**src/core/cpes_regs.vh**
```
// event and unit-mask encodings, counter qualifiers for the event-select decoder
`ifndef CPES_REGS_VH
`define CPES_REGS_VH

// event numbers
`define CPES_EV_ITRANS_MISS      8'h85
`define CPES_EV_DECODE_STALL     8'h87
`define CPES_EV_BR_EXEC          8'h88
`define CPES_EV_BR_MISP          8'h89
`define CPES_EV_UNDELIVERED      8'h9c
`define CPES_EV_PORT_DISPATCH    8'ha1
`define CPES_EV_RESOURCE_STALL   8'ha2
`define CPES_EV_MISS_PENDING     8'ha3
`define CPES_EV_LOOP_BUFFER      8'ha8
`define CPES_EV_ITRANS_FLUSH     8'hae
`define CPES_EV_OUTBOUND_REQ     8'hb0
`define CPES_EV_CORE_UOPS        8'hb1
`define CPES_EV_OUTBOUND_RESP0   8'hb7
`define CPES_EV_OUTBOUND_RESP1   8'hbb
`define CPES_EV_WALK_LOADS       8'hbc

// unit masks
`define CPES_UM_SECOND_LEVEL_HIT 8'h60
`define CPES_UM_PREFIX_STALL     8'h01
`define CPES_UM_QUEUE_FULL       8'h04
`define CPES_UM_BR_TYPE_MASK     8'h3f
`define CPES_UM_BR_COND          8'h01
`define CPES_UM_BR_NOT_TAKEN     8'h40
`define CPES_UM_BR_TAKEN         8'h80
`define CPES_UM_BR_ALL           8'hff
`define CPES_UM_ONE              8'h01
`define CPES_UM_CORE_UOPS        8'h02
`define CPES_UM_RS_ANY           8'h01
`define CPES_UM_RS_STATION       8'h04
`define CPES_UM_RS_STORE_BUF     8'h08
`define CPES_UM_RS_REORDER       8'h10
`define CPES_UM_PEND_L2          8'h01
`define CPES_UM_PEND_MEM         8'h02
`define CPES_UM_PEND_L1D         8'h08
`define CPES_UM_STALL_L1D        8'h0c
`define CPES_UM_REQ_DATA         8'h01
`define CPES_UM_REQ_CODE         8'h02
`define CPES_UM_REQ_OWN          8'h04
`define CPES_UM_REQ_ALL_DATA     8'h08
`define CPES_UM_WALK_L1_DATA     8'h11

// counter index that alone supports the first-level miss encodings
`define CPES_COUNTER_TWO         2'd2

// reset values
`define CPES_COUNT_RESET         48'h000000000000

`endif

```
**src/core/cpes_event_counter.v**
```verilog
// event-select decoder and counter for core performance monitoring
// Behaviour
// - 85H/60H counts second-level translation hits
// - 87H: prefix-length stalls, queue-full stall cycles
// - 88H branch-type bits qualify executed branches
// - FFH on 88H/89H counts all branches
// - 89H counts mispredicted branches, same qualifiers
// - 89H/41H mispredicted not-taken, conditional only
// - 9CH/01H undelivered micro-ops per thread
// - A1H port dispatch cycles, any-thread per core
// - A2H allocation stall cycles by resource
// - A3H/01H pending second-level miss loads, threshold 2
// - A3H/02H pending memory loads, threshold 2
// - A3H/08H first-level misses, counter two only
// - A3H/0CH first-level miss stalls, counter two only
// - A8H/01H loop-buffer delivered micro-ops
// - AEH/01H instruction translation flushes
// - B0H off-core requests by type
// - B1H/02H core micro-ops, no any-thread needed
// - BCH/11H data-walk loads hitting first level
// - threshold one counts cycles not occurrences
// - edge qualifier counts rising transitions only, with a nonzero counter mask
`timescale 1ns/1ps
`default_nettype none

`include "cpes_regs.vh"

module cpes_event_counter #(
    parameter CNT_W   = 48,
    parameter CW      = 4,
    parameter CNT_IDX = 2
) (
    input  wire             clk_sys,
    input  wire             reset,
    // selection from software
    input  wire [7:0]       event_select,
    input  wire [7:0]       unit_mask,
    input  wire [7:0]       count_mask,
    input  wire             invert,
    input  wire             edge_detect,
    input  wire             all_threads_qualifier,
    input  wire             count_enable,
    input  wire             multithreading_mode,
    // condition sources from the pipeline
    input  wire             itrans_miss_second_level_hit,
    input  wire             decode_prefix_length_stall,
    input  wire             decode_queue_full_stall,
    input  wire [5:0]       branch_type_exec,
    input  wire             branch_taken_exec,
    input  wire             branch_mispredicted,
    input  wire [CW-1:0]    undelivered_microop_count,
    input  wire [7:0]       port_dispatch_thread,
    input  wire [7:0]       port_dispatch_core,
    input  wire             stall_any_resource,
    input  wire             stall_reservation_station,
    input  wire             stall_store_buffer,
    input  wire             stall_reorder_buffer,
    input  wire [CW-1:0]    pending_l2_miss_loads,
    input  wire [CW-1:0]    pending_memory_loads,
    input  wire [CW-1:0]    pending_l1d_miss_loads,
    input  wire [CW-1:0]    stall_l1d_miss_loads,
    input  wire [CW-1:0]    loop_buffer_delivered_microops,
    input  wire             itrans_flush_count,
    input  wire             req_demand_data,
    input  wire             req_demand_code,
    input  wire             req_demand_own,
    input  wire             req_all_data,
    input  wire [CW-1:0]    core_microops_executed,
    input  wire             outbound_response_event_zero,
    input  wire             outbound_response_event_one,
    input  wire             data_walk_load_first_level_hit,
    // results
    output wire             select_valid,
    output wire             usage_warning,
    output wire [CNT_W-1:0] counter_value
);

    // ********************************************
    // helpers
    // ********************************************

    // one pulse widened to a per-cycle count
    function [CW-1:0] one;
        input bit_in;
        begin
            one = {{(CW-1){1'b0}}, bit_in};
        end
    endfunction

    // branch qualifier match shared by the executed and mispredicted events
    function br_match;
        input [7:0] um;
        input [5:0] btype;
        input       taken;
        reg         type_hit;
        begin
            type_hit = |(um[5:0] & btype);
            if (um == `CPES_UM_BR_ALL)
                br_match = |btype;
            else
                br_match = type_hit &
                           ((um[7] & taken) | (um[6] & ~taken & btype[0]));
        end
    endfunction

    // legal branch qualifier combination
    function br_legal;
        input [7:0] um;
        begin
            if (um == `CPES_UM_BR_ALL)
                br_legal = 1'b1;
            else
                br_legal = (|um[5:0]) & (um[7] | um[6]) &
                           (~um[6] | (um[5:0] == `CPES_UM_BR_COND));
        end
    endfunction

    // ********************************************
    // source selection
    // ********************************************

    reg [CW-1:0] raw_count;
    reg          sel_hit;
    reg          warn;
    reg  [3:0]   port_sum;
    integer      i;

    // dispatch cycles per port; core view when all threads requested
    always @*
    begin
        port_sum = 4'h0;
        for (i = 0; i < 8; i = i + 1)
            port_sum = port_sum + {3'b000, unit_mask[i] &
                       (all_threads_qualifier ? port_dispatch_core[i] : port_dispatch_thread[i])};
    end

    // event and unit-mask decode; anything unmatched counts zero
    always @*
    begin
        raw_count = {CW{1'b0}};
        sel_hit   = 1'b0;
        warn      = 1'b0;
        case (event_select)
            `CPES_EV_ITRANS_MISS:
                if (unit_mask == `CPES_UM_SECOND_LEVEL_HIT)
                begin
                    sel_hit   = 1'b1;
                    raw_count = one(itrans_miss_second_level_hit);
                end
            `CPES_EV_DECODE_STALL:
                if (unit_mask == `CPES_UM_PREFIX_STALL)
                begin
                    sel_hit   = 1'b1;
                    raw_count = one(decode_prefix_length_stall);
                end
                else if (unit_mask == `CPES_UM_QUEUE_FULL)
                begin
                    sel_hit   = 1'b1;
                    raw_count = one(decode_queue_full_stall);
                end
            `CPES_EV_BR_EXEC:
                if (br_legal(unit_mask))
                begin
                    sel_hit   = 1'b1;
                    raw_count = one(br_match(unit_mask, branch_type_exec, branch_taken_exec));
                end
            `CPES_EV_BR_MISP:
                if (br_legal(unit_mask))
                begin
                    sel_hit   = 1'b1;
                    // the all-branches mask takes every executed branch, predicted or not
                    raw_count = one((branch_mispredicted | (unit_mask == `CPES_UM_BR_ALL)) &
                                    br_match(unit_mask, branch_type_exec, branch_taken_exec));
                end
            `CPES_EV_UNDELIVERED:
                if (unit_mask == `CPES_UM_ONE)
                begin
                    sel_hit   = 1'b1;
                    raw_count = undelivered_microop_count;
                end
            `CPES_EV_PORT_DISPATCH:
                if (unit_mask != 8'h00)
                begin
                    sel_hit   = 1'b1;
                    raw_count = port_sum[CW-1:0];
                end
            `CPES_EV_RESOURCE_STALL:
                if (unit_mask == `CPES_UM_RS_ANY)
                begin
                    sel_hit   = 1'b1;
                    raw_count = one(stall_any_resource);
                end
                else if (unit_mask == `CPES_UM_RS_STATION)
                begin
                    sel_hit   = 1'b1;
                    raw_count = one(stall_reservation_station);
                end
                else if (unit_mask == `CPES_UM_RS_STORE_BUF)
                begin
                    sel_hit   = 1'b1;
                    raw_count = one(stall_store_buffer);
                end
                else if (unit_mask == `CPES_UM_RS_REORDER)
                begin
                    sel_hit   = 1'b1;
                    raw_count = one(stall_reorder_buffer);
                end
            `CPES_EV_MISS_PENDING:
                if (unit_mask == `CPES_UM_PEND_L2)
                begin
                    sel_hit   = 1'b1;
                    warn      = multithreading_mode;
                    raw_count = pending_l2_miss_loads;
                end
                else if (unit_mask == `CPES_UM_PEND_MEM)
                begin
                    sel_hit   = 1'b1;
                    raw_count = pending_memory_loads;
                end
                // only counter two carries the first-level miss sources
                else if (unit_mask == `CPES_UM_PEND_L1D && CNT_IDX == `CPES_COUNTER_TWO)
                begin
                    sel_hit   = 1'b1;
                    raw_count = pending_l1d_miss_loads;
                end
                else if (unit_mask == `CPES_UM_STALL_L1D && CNT_IDX == `CPES_COUNTER_TWO)
                begin
                    sel_hit   = 1'b1;
                    raw_count = stall_l1d_miss_loads;
                end
            `CPES_EV_LOOP_BUFFER:
                if (unit_mask == `CPES_UM_ONE)
                begin
                    sel_hit   = 1'b1;
                    raw_count = loop_buffer_delivered_microops;
                end
            `CPES_EV_ITRANS_FLUSH:
                if (unit_mask == `CPES_UM_ONE)
                begin
                    sel_hit   = 1'b1;
                    raw_count = one(itrans_flush_count);
                end
            `CPES_EV_OUTBOUND_REQ:
            begin
                warn = multithreading_mode;
                if (unit_mask == `CPES_UM_REQ_DATA)
                begin
                    sel_hit   = 1'b1;
                    raw_count = one(req_demand_data);
                end
                else if (unit_mask == `CPES_UM_REQ_CODE)
                begin
                    sel_hit   = 1'b1;
                    raw_count = one(req_demand_code);
                end
                else if (unit_mask == `CPES_UM_REQ_OWN)
                begin
                    sel_hit   = 1'b1;
                    raw_count = one(req_demand_own);
                end
                else if (unit_mask == `CPES_UM_REQ_ALL_DATA)
                begin
                    sel_hit   = 1'b1;
                    raw_count = one(req_all_data);
                end
                else
                    warn = 1'b0;
            end
            `CPES_EV_CORE_UOPS:
                if (unit_mask == `CPES_UM_CORE_UOPS)
                begin
                    sel_hit   = 1'b1;
                    raw_count = core_microops_executed;
                end
            // the response filters live outside; the source is already filtered
            `CPES_EV_OUTBOUND_RESP0:
                if (unit_mask == `CPES_UM_ONE)
                begin
                    sel_hit   = 1'b1;
                    raw_count = one(outbound_response_event_zero);
                end
            `CPES_EV_OUTBOUND_RESP1:
                if (unit_mask == `CPES_UM_ONE)
                begin
                    sel_hit   = 1'b1;
                    raw_count = one(outbound_response_event_one);
                end
            `CPES_EV_WALK_LOADS:
                if (unit_mask == `CPES_UM_WALK_L1_DATA)
                begin
                    sel_hit   = 1'b1;
                    raw_count = one(data_walk_load_first_level_hit);
                end
            default:
            begin
                sel_hit   = 1'b0;
                raw_count = {CW{1'b0}};
            end
        endcase
    end

    // ********************************************
    // qualification and counting
    // ********************************************

    wire [CW-1:0]    qual_count;
    reg  [CNT_W-1:0] count_reg;
    reg  [CNT_W-1:0] count_next;

    cpes_qualifier #(
        .CW (CW)
    ) u_qualifier (
        .clk_sys     (clk_sys),
        .reset       (reset),
        .raw_count   (raw_count),
        .count_mask  (count_mask),
        .invert      (invert),
        .edge_detect (edge_detect),
        .qual_count  (qual_count)
    );

    // an invalid selection never counts, even with invert set
    always @*
    begin
        count_next = count_reg;
        if (count_enable && sel_hit)
            count_next = count_reg + {{(CNT_W-CW){1'b0}}, qual_count};
    end

    // counter storage, wraps silently
    always @(posedge clk_sys)
    begin
        if (reset)
            count_reg <= `CPES_COUNT_RESET;
        else
            count_reg <= count_next;
    end

    assign counter_value = count_reg;
    assign select_valid  = sel_hit;
    assign usage_warning = warn;

endmodule

`default_nettype wire

```
**src/core/cpes_qualifier.v**
```verilog
// counter-mask threshold, invert and edge qualification of a per-cycle count
`timescale 1ns/1ps
`default_nettype none

module cpes_qualifier #(
    parameter CW = 4
) (
    input  wire          clk_sys,
    input  wire          reset,
    input  wire [CW-1:0] raw_count,
    input  wire [7:0]    count_mask,
    input  wire          invert,
    input  wire          edge_detect,
    output wire [CW-1:0] qual_count
);

    reg        cond_prev_reg;
    wire [7:0] raw_wide;
    wire       cond;
    wire       cond_rise;

    // a zero threshold passes the raw count, otherwise one cycle per hit
    assign raw_wide  = {{(8-CW){1'b0}}, raw_count};
    assign cond      = invert ? (raw_wide < count_mask) : (raw_wide >= count_mask);
    assign cond_rise = cond & ~cond_prev_reg;

    // edge memory; the first cycle after reset sees a clean low history
    always @(posedge clk_sys)
    begin
        if (reset)
            cond_prev_reg <= 1'b0;
        else
            cond_prev_reg <= cond;
    end

    assign qual_count = (count_mask == 8'h00) ? raw_count :
                        edge_detect ? {{(CW-1){1'b0}}, cond_rise} :
                        {{(CW-1){1'b0}}, cond};

endmodule

`default_nettype wire

```
**config.mk**
```make
export PLATFORM = sky130hd
export DESIGN_NAME = cpes_event_counter
export DESIGN_NICKNAME = d
export VERILOG_FILES = /design/src/core/cpes_event_counter.v /design/src/core/cpes_qualifier.v
export VERILOG_INCLUDE_DIRS = /design/src /design/src/core
export SDC_FILE = /design/constraint.sdc
export NUM_CORES = 1
export LEC_CHECK = 0
export ABC_CLOCK_PERIOD_IN_PS = 10150
export CORE_MARGIN = 2
export CORE_UTILIZATION = 60
export CTS_BUF_LIST = sky130_fd_sc_hd__clkbuf_4 sky130_fd_sc_hd__clkbuf_8
export DETAILED_ROUTE_END_ITERATION = 8
export DONT_BUFFER_PORTS = 1
export PLACE_DENSITY = 0.82
export SYNTH_ARGS = -nofsm -noshare
export SYNTH_HDL_FRONTEND = slang
export SYNTH_SLANG_ARGS = --single-unit
```
**constraint.sdc**
```tcl
create_clock -name clk_sys -period 10.15 [get_ports clk_sys]
set_input_delay 3.045 -clock clk_sys [delete_from_list [all_inputs] [get_ports clk_sys]]
set_output_delay 3.045 -clock clk_sys [all_outputs]
set_load 0.01 [all_outputs]
```
-- Yosys cells after proc, flatten, opt, wreduce, memory -nomap -nowiden
Index checks and enable logic that the tools add are counted.
W data, S select, Z words.
- output and inout bits: 50
- register bits: 49
- word-level logic and storage cells: 139
- mux-type cells: 71
- $add $sub $neg: 8
- order comparisons: 2
- bitwise gates (word level): 24
- equality and inequality tests: 25
- reductions and logical operators: 7
- operators by type and width (cell ; number):
    $eq A8 B8 Y1 const B ; 16
    $pmux W4 S15 ; 1
    $mux W1 ; 59
    $add A48 B4 Y48 ; 1
    $mux W4 ; 9
    $reduce_or A6 Y1 ; 3
    $add A4 B1 Y4 ; 4
    $and A1 B1 Y1 ; 16
    $eq A8 B4 Y1 const B ; 2
    $eq A8 B5 Y1 const B ; 2
    $pmux W1 S11 ; 1
    $eq A8 B1 Y1 const B ; 1
    $eq A8 B2 Y1 const B ; 1
    $eq A8 B3 Y1 const B ; 1
    $eq A8 B7 Y1 const B ; 1
    $ge A4 B8 Y1 ; 1
    $logic_not A8 Y1 ; 1
    $lt A4 B8 Y1 ; 1
    $reduce_bool A8 Y1 ; 1
    $and A6 B6 Y6 ; 1
    $eq A6 B1 Y1 const B ; 1
    $reduce_or A5 Y1 ; 1
    $add A3 B1 Y4 ; 1
    $or A1 B1 Y1 ; 4
    5 further kinds ; 7

-- Depth between registers and ports, before layout
Gate-level depths: netlist (run 1).
- depth after elaboration: 17
- depth in mapped cells: 32
- gate-level depth less buffers: 30

-- Modules after synthesis
Synthesis (run 1) repeated with hierarchy kept, for this count alone.
- cell total of the unflattened synthesis: 544
- area total of the unflattened synthesis: 4251.6 um^2
- modules (own cells, without submodules) (module ; cells an instance ; times used ; area an instance (um^2)):
    cpes_event_counter ; 517 ; 1 ; 4012.6
    cpes_qualifier ; 27 ; 1 ; 239.0

-- Worst setup path after synthesis (run 1)
Ideal clock, no wire load.
- kind: input-to-reg
- start point: input all_threads_qualifier
- end point: register count_reg[32], in the netlist counter_value[32]
- data arrival time: 9861 ps
- setup slack: 169 ps
- stages on the path: 31
- required time: 10029 ps
- path through: clkbuf_1 -> mux2_2 -> nand2_1 -> fa_1 -> fa_1 -> fa_1 -> inv_1 -> ha_1 -> fa_1 -> xor2_1 -> a22o_1 -> a221oi_1 -> o21ai_0 -> ha_1 -> a21o_1 -> a21oi_1 -> o21ai_0 -> a31o_2 -> a21o_1 -> mux2i_1 -> ha_1 -> inv_1 -> fa_1 -> nor2b_1 -> o21ai_0 -> a21boi_1 -> nand3_1 -> a31oi_1 -> buf_2 -> nand4_1 -> mux2_2
- cells in the longest elaborated chain, start to end: 17
- elaborated cells on any way between the ends: 32
- classes of those cells: add/sub: 8; order compare: 2; mux: 13; bitwise: 9
- ends and longest elaborated chain (element ; RTL line ; RTL):
    from (decl) ; cpes_event_counter.v:41 ; input wire all_threads_qualifier,
    $mux W1 ; cpes_event_counter.v:134 ; (all_threads_qualifier ? port_dispatch_core[i] : port_dispatch_thread[i])};
    $and A1 B1 Y1 ; cpes_event_counter.v:133 ; port_sum = port_sum + {3'b000, unit_mask[i] &
    $add A1 B1 Y2 ; cpes_event_counter.v:133 ;
    $add A2 B1 Y3 ; cpes_event_counter.v:133 ;
    $add A3 B1 Y4 ; cpes_event_counter.v:133 ;
    $add A4 B1 Y4 (3 in a row) ; cpes_event_counter.v:133 ;
    $add A4 B1 Y4 * ; cpes_event_counter.v:133 ;
    $mux W4 * ; cpes_event_counter.v:182 ; if (unit_mask != 8'h00)
    $pmux W4 S15 * ; cpes_event_counter.v:143 ; case (event_select)
    $ge A4 B8 Y1 / $lt A4 B8 Y1 (equally long branches) ; cpes_qualifier.v:24 ; assign cond = invert ? (raw_wide < count_mask) : (raw_wide >= count_mask);
    $mux W1 ; cpes_qualifier.v:24 ;
    $and A1 B1 Y1 ; cpes_qualifier.v:25 ; assign cond_rise = cond & ~cond_prev_reg;
    $mux W1 ; cpes_qualifier.v:37 ; edge_detect ? {{(CW-1){1'b0}}, cond_rise} :
    $mux W4 * ; cpes_qualifier.v:36 ; assign qual_count = (count_mask == 8'h00) ? raw_count :
    $add A48 B4 Y48 * ; cpes_event_counter.v:327 ; count_next = count_reg + {{(CNT_W-CW){1'b0}}, qual_count};
    to (signal assigned) ; cpes_event_counter.v:334 ; count_reg <= `CPES_COUNT_RESET;
    to (signal assigned) ; cpes_event_counter.v:336 ; count_reg <= count_next;
    to (decl) ; cpes_event_counter.v:307 ; reg [CNT_W-1:0] count_reg;
Every way passes the cells marked *; elsewhere a longest branch is shown, timed or not.
A chain may end at the register's enable or synchronous reset.

-- Worst setup path after layout (run 1)
- start point: input all_threads_qualifier
- end point: register count_reg[47], in the netlist counter_value[47]
The elaborated chain is that of the path after synthesis.

==> results of run 1 <==
-- cell usage after synthesis, types with 4 or more instances --
| cell | n |
|---|---|
| mux2_2 | 19 |
| and2_1 | 4 |
| nand2b_1 | 9 |
| o21ai_0 | 24 |
| nand3_1 | 34 |
| ha_1 | 11 |
| nand2_1 | 37 |
| or3_1 | 16 |
| or4_1 | 11 |
| and3_1 | 6 |
| a21o_1 | 4 |
| nor4_1 | 8 |
| nor2_1 | 39 |
| o211ai_1 | 4 |
| mux2i_1 | 5 |
| buf_2 | 8 |
| a21oi_1 | 36 |
| xnor2_1 | 6 |
| nor3_1 | 11 |
| nor3b_1 | 6 |
| a22oi_1 | 6 |
| nor2b_1 | 19 |
| and4_1 | 6 |
| a222oi_1 | 4 |
| clkbuf_1 | 17 |
| dfxtp_1 | 49 |
| inv_1 | 19 |
| nand4_1 | 22 |
| a31o_2 | 6 |
| o31ai_1 | 9 |
| fa_1 | 5 |
| a311oi_1 | 5 |
-- layer usage --
layer | vias to the layer above | part of all wire [%]
met3 | 38 | 8.2
met4 | 0 | 3.7
li1 | 1969 | -
met2 | 199 | 51
met5 | - | 0
met1 | 1952 | 37
-- layout make-up --
cell class | count | area share [%]
clock buffer | 6 | 1.94
inverter | 19 | 1.68
sequential | 49 | 23.1
clock inverter | 2 | 0.882
tap | 80 | 2.35
timing repair buffer | 5 | 0.882
multi-input combinational | 428 | 69.2
-- power by group through the flow --
stage                     Sequential [mW]  Clock, mW  Combinational, mW
after floorplan                     0.197          0             0.0436
after global placement              0.197          0             0.0375
after detailed placement            0.197          0             0.0400
after CTS                           0.192      0.150             0.0402
after global routing                0.192      0.160             0.0453
final                               0.192      0.147             0.0405
-- worst paths after layout --
path,end,start,slack (ns),depth (start not counted)
max reg2reg,counter_value[47],counter_value[5],7.22,7
min,counter_value[45],counter_value[45],0.54,2
max,counter_value[47],all_threads_qualifier,0.60,28
min reg2reg,counter_value[45],counter_value[45],0.54,2
-- worst max-delay path, cell delays in order --
cell and delay (ns):
mux2_2 0.30, nand2_1 0.09, fa_1 0.45, fa_1 0.52
fa_1 0.55, inv_1 0.04, ha_1 0.22, fa_1 0.39
xor2_1 0.15, a22o_1 0.22, a221oi_1 0.20, o21ai_0 0.17
ha_1 0.32, a21o_1 0.17, a21oi_1 0.21, o21ai_0 0.13
a31o_2 0.27, a21o_1 0.14, mux2i_1 0.14, ha_1 0.19
a21o_1 0.12, a21oi_1 0.10, o21ai_0 0.17, buf_4 0.15
nand4_1 0.15, a31oi_2 0.63, nand4_1 0.19, mux2_2 0.31
-- cell families (layout without fill, tap and decap cells) --
kind of cell,after synthesis,after routing,share of synthesized area [%]
and+or+nand+nor,248,248,34.6
xor gates and xnor gates,9,9,1.89
DFF,49,49,23.6
AOI/OAI and AO/OA,130,130,22.0
adders and majority gates,16,16,5.71
buffers and inverters,51,32,5.65
muxes,25,25,6.62
-- through the flow --
| stage | utilization, % | cells |
|---|---|---|
| floorplan | - | 528 |
| global placement | 61.2 | 581 |
| detailed placement | 61.2 | 581 |
| CTS | 63.0 | 589 |
| global route | 63.0 | 589 |
| finish | 63.0 | 589 |
==> results by group, run 1 <==
Power
  • Sw Ratio: 23.0%
  • Logic gate share of total power: 10.6%
  • Total power draw: 0.380 mW
  • Sequential power share: 50.6%
  • VDD IR max: 55.5 uV
  • Pint: 0.293 mW
  • Clk pwr share: 38.8%
  • Power per cell area: 89.4 mW/mm2
  • Switching Power: 0.0875 mW
  • Static Leak: 1.43 nW

GRT
  • Tot GR Track Use: 29.2%
  • Initial antenna violation count: 0
  • Met3 GRT Util: 7.11%
  • First-pass GRT wire length: 17.9 mm
  • Met1 Use GR: 31.4%
  • Global routing's busiest layer: met2
  • Vias in the first global route: 3949
  • Largest net degree at the start of global routing: 64
  • M2 GR Usage: 52.5%
  • Overflow after GRT: 0

Synthesis
  • Post-Syn Instances: 528
  • Mapped cell area: 0.00416 mm2
  • Flops & latches, synth: 49
  • Post-synth EDFFs: 0
  • Unique masters post-synth: 73
  • Post-synth ARST share: 0%
  • Area leader, netlist: dfxtp_1
  • Synth top area cells: dfxtp_1 24%, mux2_2 5.1%, a21oi_1 4.3%, nand3_1 4.1%, nor2_1 3.5%
  • Sequential fraction of the synthesis area: 23.6%
  • Post-synth net total: 642
  • Post-synth top flop: dfxtp_1
  • Synth warn: 0
  • Synth top area share: 23.6%
  • Mean Syn Cell Area: 7.88 um2

Routing
  • Initial drt markers: 255
  • Routed Wire Length: 11.5 mm
  • Wire per inst: 19.5 um
  • DRC viols: 0
  • Via-to-Cell Ratio: 7.06
  • DR vias: 4158
  • Routed Antenna Nets: 0
  • Drt first pass iters: 5

Floorplan
  • Core area: 0.00676 mm2
  • Num ports: 148
  • Die X: 87.3 um
  • Site row count: 30
  • Die Ht: 87.3 um
  • Initial Util: 61.6%
  • DIE AREA: 0.00762 mm2

Timing
  • Setup ws final: 0.599 ns
  • Final hold violation count: 0
  • Final TNS setup: 0 ns
  • Post-route minimum period: 9.55 ns
  • Final period util: 94.1%
  • Measured slew at the worst slew-check pin: 1.08 ns
  • Clk_skew: 0.0102 ns
  • Final setup fails: 0
  • Slew HR: 27.5%
  • Fmax achieved: 0.105 GHz
  • Pins Over Slew Limit: 0
  • WHS: 0.540 ns
  • RSZ-0062 raised after global routing: no

Layout
  • Final net count: 622
  • Layout area overhead: 2.26%
  • Area of the multi-input gates: 0.00294 mm2
  • Commonest non-fill, non-tap cell in the layout: dfxtp_1
  • ANT cells: 0
  • Commonest cells after routing, fill and taps aside: 49 x dfxtp_1, 39 x nor2_1, 37 x nand2_1
  • Fillers: 610
  • Layout cells sized above 1: 10.0%
  • Largest register FFs: 48
  • Reg area: 981 um2
  • Final non-filler cell area: 0.00425 mm2

Clock network
  • Hold buffer count at cts: 0
  • Clk_lat worst skew: 0.31 ns
  • CTS Root Cell: clkbuf_8
  • Num Clock Sinks: 49
  • TritonCTS Buffers: 5
  • Post-CTS resize count: 0
  • Clock Tree Buf Depth: 2
  • TritonCTS clock tree: yes
  • CTS clk-pin slew, worst paths: 0.09 ns
  • Setup Fix Bufs, Post-CTS: 0
  • Htree depth: 2

Run
  • Max-cap viol count: 0

Setup path
  • Crit path arrival time: 9.76 ns
  • CP startpoint kind: primary input
  • Crit path required time: 10.36 ns
  • Crit path max fanout: 13
  • Worst setup EP type: flip-flop
  • CP Class: in2reg

Placement
  • Number of port buffers: 0
  • Gpl congestion: 0.965
  • DPL Wire Length: 8.94 mm
  • Placed Instance Area: 0.00413 mm2
  • Pre-CTS setup slack: 0.356 ns

Status
  • Status: completed

Worst hold path
  • Hold Path Class: reg2reg
(Power assumes the default switching activity.)
==> run 2, diff against run 1 <==
- ABC_AREA: unset -> 1
- CELL_PAD_IN_SITES_DETAIL_PLACEMENT: unset -> 0
- CELL_PAD_IN_SITES_GLOBAL_PLACEMENT: unset -> 1
- CORE_UTILIZATION: 60 -> 40
- MAX_ROUTING_LAYER: unset -> met4
==> results by group, run 2 <==
Routing
  • Routed Antenna Nets: 0 (unchanged)
  • Routed Wire Length: 16.0 mm (+39%)
  • Via-to-Cell Ratio: 5.36 (-24%)
  • Wire per inst: 16.2 um (-17%)
  • Initial drt markers: 428 (+68%)
  • DR vias: 5303 (+28%)
  • Drt first pass iters: 7 (+2)
  • DRC viols: 0 (unchanged)

Layout
  • Final net count: 956 (+54%)
  • Final non-filler cell area: 0.00500 mm2 (+18%)
  • Fillers: 1379 (+130%)
  • Final cell count without fillers: 990 (+68%)
  • Layout cells sized above 1: 2.97% (-7.1 points)
  • Commonest non-fill, non-tap cell in the layout: nand2_1
  • Reg area: 981 um2 (unchanged)
  • Largest register FFs: 48 (unchanged)
  • Layout area overhead: 3.04%
  • ANT cells: 0 (unchanged)
  • Area of the multi-input gates: 0.00341 mm2 (+16%)
  • Commonest cells after routing, fill and taps aside: 261 x nand2_1, 129 x nor2_1, 98 x nand3_1

Timing
  • RSZ-0062 raised after global routing: no
  • Slew HR: 56.7% (+29 points)
  • WHS: 0.536 ns (-0.00393 ns)
  • Final hold violation count: 0 (unchanged)
  • Final TNS setup: 0 ns (unchanged)
  • Fmax achieved: 0.108 GHz (+3.4%)
  • Pins Over Slew Limit: 0 (unchanged)
  • Final setup fails: 0 (unchanged)
  • Post-route minimum period: 9.24 ns (-0.313 ns)
  • Final period util: 91.0% (-3.1 points)
  • Clk_skew: 0.00813 ns (-0.00204 ns)
  • Measured slew at the worst slew-check pin: 0.649 ns (-0.429 ns)

Power
  • Static Leak: 1.92 nW (+34%)
  • VDD IR max: 54.3 uV (-2.0%)
  • Clk pwr share: 34.6% (-4.2 points)
  • Power per cell area: 70.6 mW/mm2 (-21%)
  • Sw Ratio: 27.8% (+4.7 points)
  • Switching Power: 0.0980 mW (+12%)
  • Logic gate share of total power: 10.9% (+0.3 points)
  • Pint: 0.255 mW (-13%)
  • Sequential power share: 54.5% (+3.9 points)

Setup path
  • CP Class: in2reg
  • Worst path max stage delay: 0.55 ns (-0.08 ns)
  • CP most frequent cell: nand2_1
  • CP startpoint kind: primary input
  • Slowest CP cell: fa_1
  • Crit path max-delay family: adder cells
  • Crit path arrival time: 9.50 ns (-0.26 ns)
  • Worst setup EP type: flip-flop
  • Crit path required time: 10.41 ns (+0.05 ns)
  • Buf/Inv on CP: 3 (+1)
  • Crit path max fanout: 9 (-4)

GRT
  • First-pass GRT wire length: 24.9 mm (+39%)
  • Largest net degree at the start of global routing: 54 (-16%)
  • Overflow after GRT: 0 (unchanged)
  • Vias in the first global route: 4933 (+25%)
  • Initial antenna violation count: 0 (unchanged)
  • Tot GR Track Use: 24.5% (-4.7 points)

Clock network
  • CTS Root Cell: clkbuf_8
  • Clock Tree Buf Depth: 2 (unchanged)
  • Num Clock Sinks: 49 (unchanged)
  • Post-CTS resize count: 0 (unchanged)
  • TritonCTS Buffers: 5 (unchanged)
  • TritonCTS clock tree: yes
  • CTS clk-pin slew, worst paths: 0.10 ns (about the same)
  • Setup Fix Bufs, Post-CTS: 0 (unchanged)
  • Htree depth: 2 (unchanged)
  • Clk_lat worst skew: 0.32 ns (about the same)
  • Hold buffer count at cts: 0 (unchanged)

Synthesis
  • Unique masters post-synth: 33 (-55%)
  • Post-synth net total: 971 (+51%)
  • Post-synth ARST share: 0% (unchanged)
  • Synth top area cells: dfxtp_1 20%, nand2_1 20%, nand3_1 10%, nor2_1 10%, inv_1 6.8%
  • Mapped cell area: 0.00486 mm2 (+17%)
  • Area leader, netlist: dfxtp_1
  • Mean Syn Cell Area: 5.67 um2 (-28%)
  • Post-synth top flop: dfxtp_1
  • Synth top area share: 20.2% (-3.4 points)
  • Post-synth EDFFs: 0 (unchanged)
  • Flops & latches, synth: 49 (unchanged)
  • Post-Syn Instances: 857 (+62%)
  • Post-synth top cells: 261 x nand2_1, 129 x nor2_1, 98 x nand3_1, 88 x inv_1, 64 x a21oi_1
  • Most common cell in the netlist: nand2_1
  • Sequential fraction of the synthesis area: 20.2% (-3.4 points)
  • Synth warn: 0 (unchanged)

Placement
  • Number of port buffers: 0 (unchanged)
  • Gpl congestion: 0.913 (-5.4%)
  • Post-Place Cells: 982 (+69%)
  • Placed Instance Area: 0.00492 mm2 (+19%)
  • DPL Wire Length: 12.8 mm (+43%)

Floorplan
  • Die X: 114 um (+31%)
  • DIE AREA: 0.0130 mm2 (+71%)
  • Initial Util: 40.8% (-21 points)
  • Core area: 0.0119 mm2 (+76%)
  • Die Ht: 114 um (+31%)
  • Num ports: 148 (unchanged)
  • Site row count: 40 (+33%)

Status
  • Status: completed

Run
  • Max-cap viol count: 0 (unchanged)

Worst hold path
  • Hold Path Class: reg2reg
==> run 2: changes by cell type in the layout (fill, tap and decap cells not counted), moves of 22 or more <==
cell     delta
xor2_1     +22
nor2_1     +90
inv_1      +69
nand2_1   +224
a21oi_1    +28
nand3_1    +64
==> run 2: power by group through the flow <==
stage / clock network, mW / registers [mW] / logic (mW)
after floorplan: 0 / 0.197 / 0.0372
after global placement: 0 / 0.197 / 0.0393
after detailed placement: 0 / 0.197 / 0.0392
after CTS: 0.124 / 0.193 / 0.0393
after global routing: 0.130 / 0.193 / 0.0464
final: 0.122 / 0.193 / 0.0386
==> run 2: tightest hold or removal path, cell delays in order, from the launching register on <==
cell     delay, ns
dfxtp_1       0.37
nand2_1       0.08
a21oi_1       0.05
==> run 2: area by class of cell <==
class                           instances  share of cell area (%)
Sequential cell                        49                    19.6
Multi-Input combinational cell        695                    68.2
Clock buffer                            5                    1.38
Tap cell                              147                    3.67
Clock inverter                          3                   0.350
Inverter                               91                    6.83
==> run 2: logic make-up (layout without fill, tap and decap cells) <==
group / count (synthesis) / in the layout / synth area share [%]
compound gates: 92 / 92 / 10.1
simple gates: 549 / 549 / 48.4
xor+xnor: 38 / 38 / 6.85
buf+inv: 113 / 99 / 9.56
flops: 49 / 49 / 20.2
fa+ha+maj: 16 / 16 / 4.89
==> run 2: worst paths after layout <==
path | from | endpoint | slack (ns) | cells after the start
worst min-delay path | counter_value[47] | counter_value[47] | 0.54 | 2
worst min register to register | counter_value[47] | counter_value[47] | 0.54 | 2
worst max-delay path | all_threads_qualifier | counter_value[44] | 0.91 | 30
worst max register to register | u_qualifier.cond_prev_reg | counter_value[44] | 7.40 | 13
==> run 2: metal layers <==
layer  vias up  track usage (%)  wire length [um]
li1       2723                -                 -
met1      2392             30.9              6900
met2       174             41.6              7730
met3        14             4.18              1140
met4         0             4.80               228
met5         -                -                 0
==> run 2: through the flow <==
stage | util, % | worst slack, ns | total power, mW
after floorplan | - | 1.07 | 0.234
after global placement | 41.3 | 0.798 | 0.236
after detailed placement | 41.3 | 0.582 | 0.236
after CTS | 42.0 | 0.906 | 0.356
after global routing | 42.0 | 0.376 | 0.369
final | 42.0 | 0.912 | 0.353
==> run 3, diff against run 2 <==
- CORE_ASPECT_RATIO: unset -> 1.1
- CORE_UTILIZATION: 40 -> 39
- CTS_BUF_LIST: sky130_fd_sc_hd__clkbuf_4 sky130_fd_sc_hd__clkbuf_8 -> sky130_fd_sc_hd__clkbuf_16
- PLACE_DENSITY: 0.82 -> 0.81
==> results by group, run 3 (same netlist as run 2, synthesis figures left out) <==
Layout
  • Commonest cells after routing, fill and taps aside: 261 x nand2_1, 129 x nor2_1, 98 x nand3_1
  • Commonest non-fill, non-tap cell in the layout: nand2_1
  • Final net count: 956 (unchanged)
  • Post-layout util: 42.4% (+0.35 points)
  • ANT cells: 0 (unchanged)
  • Largest register FFs: 48 (unchanged)
  • Final cell count without fillers: 997 (+0.71%)
  • Layout area overhead: 5.44%
  • Layout cells sized above 1: 2.97% (unchanged)

Timing
  • Final period util: 91.0% (about the same)
  • WHS: 0.528 ns (-0.00858 ns)
  • Slew HR: 58.5% (+1.8 points)
  • Measured slew at the worst slew-check pin: 0.623 ns (-0.0264 ns)
  • Fmax achieved: 0.108 GHz (about the same)
  • RSZ-0062 raised after global routing: no
  • Final setup fails: 0 (unchanged)
  • Pins Over Slew Limit: 0 (unchanged)
  • Final TNS setup: 0 ns (unchanged)
  • Clk_skew: 0.0101 ns (+0.00193 ns)
  • Final hold violation count: 0 (unchanged)
  • Post-route minimum period: 9.23 ns (-0.00348 ns)

Routing
  • Wire per inst: 16.6 um (+2.7%)
  • Via-to-Cell Ratio: 5.39 (+0.65%)
  • DRC viols: 0 (unchanged)
  • Drt first pass iters: 5 (-2)
  • Routed Antenna Nets: 0 (unchanged)
  • Routed Wire Length: 16.5 mm (+3.4%)
  • Initial drt markers: 418 (-2.3%)
  • DR vias: 5375 (+1.4%)

Power
  • Clk pwr share: 48.7% (+14 points)
  • Sw Ratio: 23.0% (-4.7 points)
  • Static Leak: 1.97 nW (+2.6%)
  • Switching Power: 0.105 mW (+7.0%)
  • Sequential power share: 42.3% (-12 points)
  • Power per cell area: 88.9 mW/mm2 (+26%)
  • Pint: 0.350 mW (+37%)
  • VDD IR max: 83.1 uV (+53%)
  • Logic gate share of total power: 9.0% (-1.9 points)

GRT
  • Tot GR Track Use: 25.2% (+0.66 points)
  • First-pass GRT wire length: 26.5 mm (+6.6%)
  • Overflow after GRT: 0 (unchanged)
  • Largest net degree at the start of global routing: 54 (unchanged)
  • Vias in the first global route: 5173 (+4.9%)
  • Initial antenna violation count: 0 (unchanged)

Worst hold path
  • Hold Path Class: reg2reg

Clock network
  • Hold buffer count at cts: 0 (unchanged)
  • Clock Tree Buf Depth: 2 (unchanged)
  • Num Clock Sinks: 49 (unchanged)
  • CTS Root Cell: clkbuf_16
  • Setup Fix Bufs, Post-CTS: 0 (unchanged)
  • CTS clk-pin slew, worst paths: 0.07 ns (-0.03 ns)
  • TritonCTS clock tree: yes
  • Htree depth: 2 (unchanged)
  • Post-CTS resize count: 0 (unchanged)
  • Clk_lat worst skew: 0.30 ns (-0.02 ns)
  • TritonCTS Buffers: 5 (unchanged)

Setup path
  • Crit path arrival time: 9.47 ns (-0.03 ns)
  • CP startpoint kind: primary input
  • Worst path max stage delay: 0.55 ns (about the same)
  • CP Class: in2reg
  • CP most frequent cell: nand2_1
  • Worst R2R Setup Slack: 7.41 ns (about the same)
  • Slowest CP cell: fa_1
  • Crit path max-delay family: adder cells
  • Buf/Inv on CP: 3 (unchanged)
  • Crit path required time: 10.38 ns (-0.03 ns)
  • Worst setup EP type: flip-flop
  • Crit path max fanout: 9 (unchanged)

Floorplan
  • Die X: 110 um (-3.3%)
  • Num ports: 148 (unchanged)
  • Site row count: 42 (+5.0%)
  • DIE AREA: 0.0134 mm2 (+2.5%)
  • Core area: 0.0121 mm2 (+1.5%)
  • Die Ht: 121 um (+6.0%)
  • Initial Util: 40.2% (-0.59 points)

Placement
  • Gpl congestion: 0.929 (+1.8%)
  • Number of port buffers: 0 (unchanged)
  • DPL Wire Length: 13.0 mm (+1.8%)
  • Post-Place Cells: 989 (+0.71%)

Status
  • Status: completed

Run
  • Max-cap viol count: 0 (unchanged)
[run 3: changes by cell type in the layout (fill, tap and decap cells not counted), sizes merged]
| cell | before | now |
|---|---|---|
| clkinvlp | 1 | 0 |
| clkinv | 2 | 0 |
| bufinv | 0 | 2 |
| inv | 91 | 92 |
[run 3: path summary, 6_finish.rpt]
path / cells past startpoint / start / endpoint
setup / recovery: 30 / all_threads_qualifier / counter_value[44]
hold reg to reg: 2 / counter_value[46] / counter_value[46]
hold / removal: 2 / counter_value[46] / counter_value[46]
setup reg to reg: 13 / u_qualifier.cond_prev_reg / counter_value[44]
[run 3: area by class of cell]
class                      instances  area (um2)
clock inverter                     3        68.8
fill                            1335        6970
multi-input combinational        695        3410
clock buffer                       5         125
inverter                          91         342
tap                              154         193
sequential                        49         981
[run 3: power by group through the flow]
stage               Sequential, mW  Clock, mW  Combinational [mW]
floorplan                    0.197          0              0.0372
global placement             0.197          0              0.0405
detailed placement           0.197          0              0.0407
CTS                          0.192      0.227              0.0410
global route                 0.192      0.233              0.0472
finish                       0.193      0.222              0.0408
[run 3: worst reg2reg max path, stage by stage (launching register included)]
cell and delay, ns:
dfxtp_1 0.30, a21oi_1 0.11, nand2_1 0.06, nand2_1 0.07
ha_1 0.20, inv_1 0.07, fa_1 0.42, o21ai_1 0.41
nand2_1 0.23, nor2_1 0.27, nand3_1 0.13, xor2_1 0.16
nand3_1 0.09, a21oi_1 0.17
[run 3: metrics by stage]
step                power, mW  cell area [um2]  worst slack (ns)
detailed placement      0.238             4930             0.651
finish                  0.455             5120             0.916
CTS                     0.461             5120             0.921
global route            0.473             5120             0.347
floorplan               0.234             4860              1.07
global placement        0.238             4930             0.776
[run 3: layer usage]
layer  track usage [%]  share of wire (%)  up-vias
met5                 -                  0        -
met2              44.4                 49      223
met1              29.0                 41     2395
li1                  -                  -     2727
met3              4.75                7.9       30
met4              8.13                2.7        0
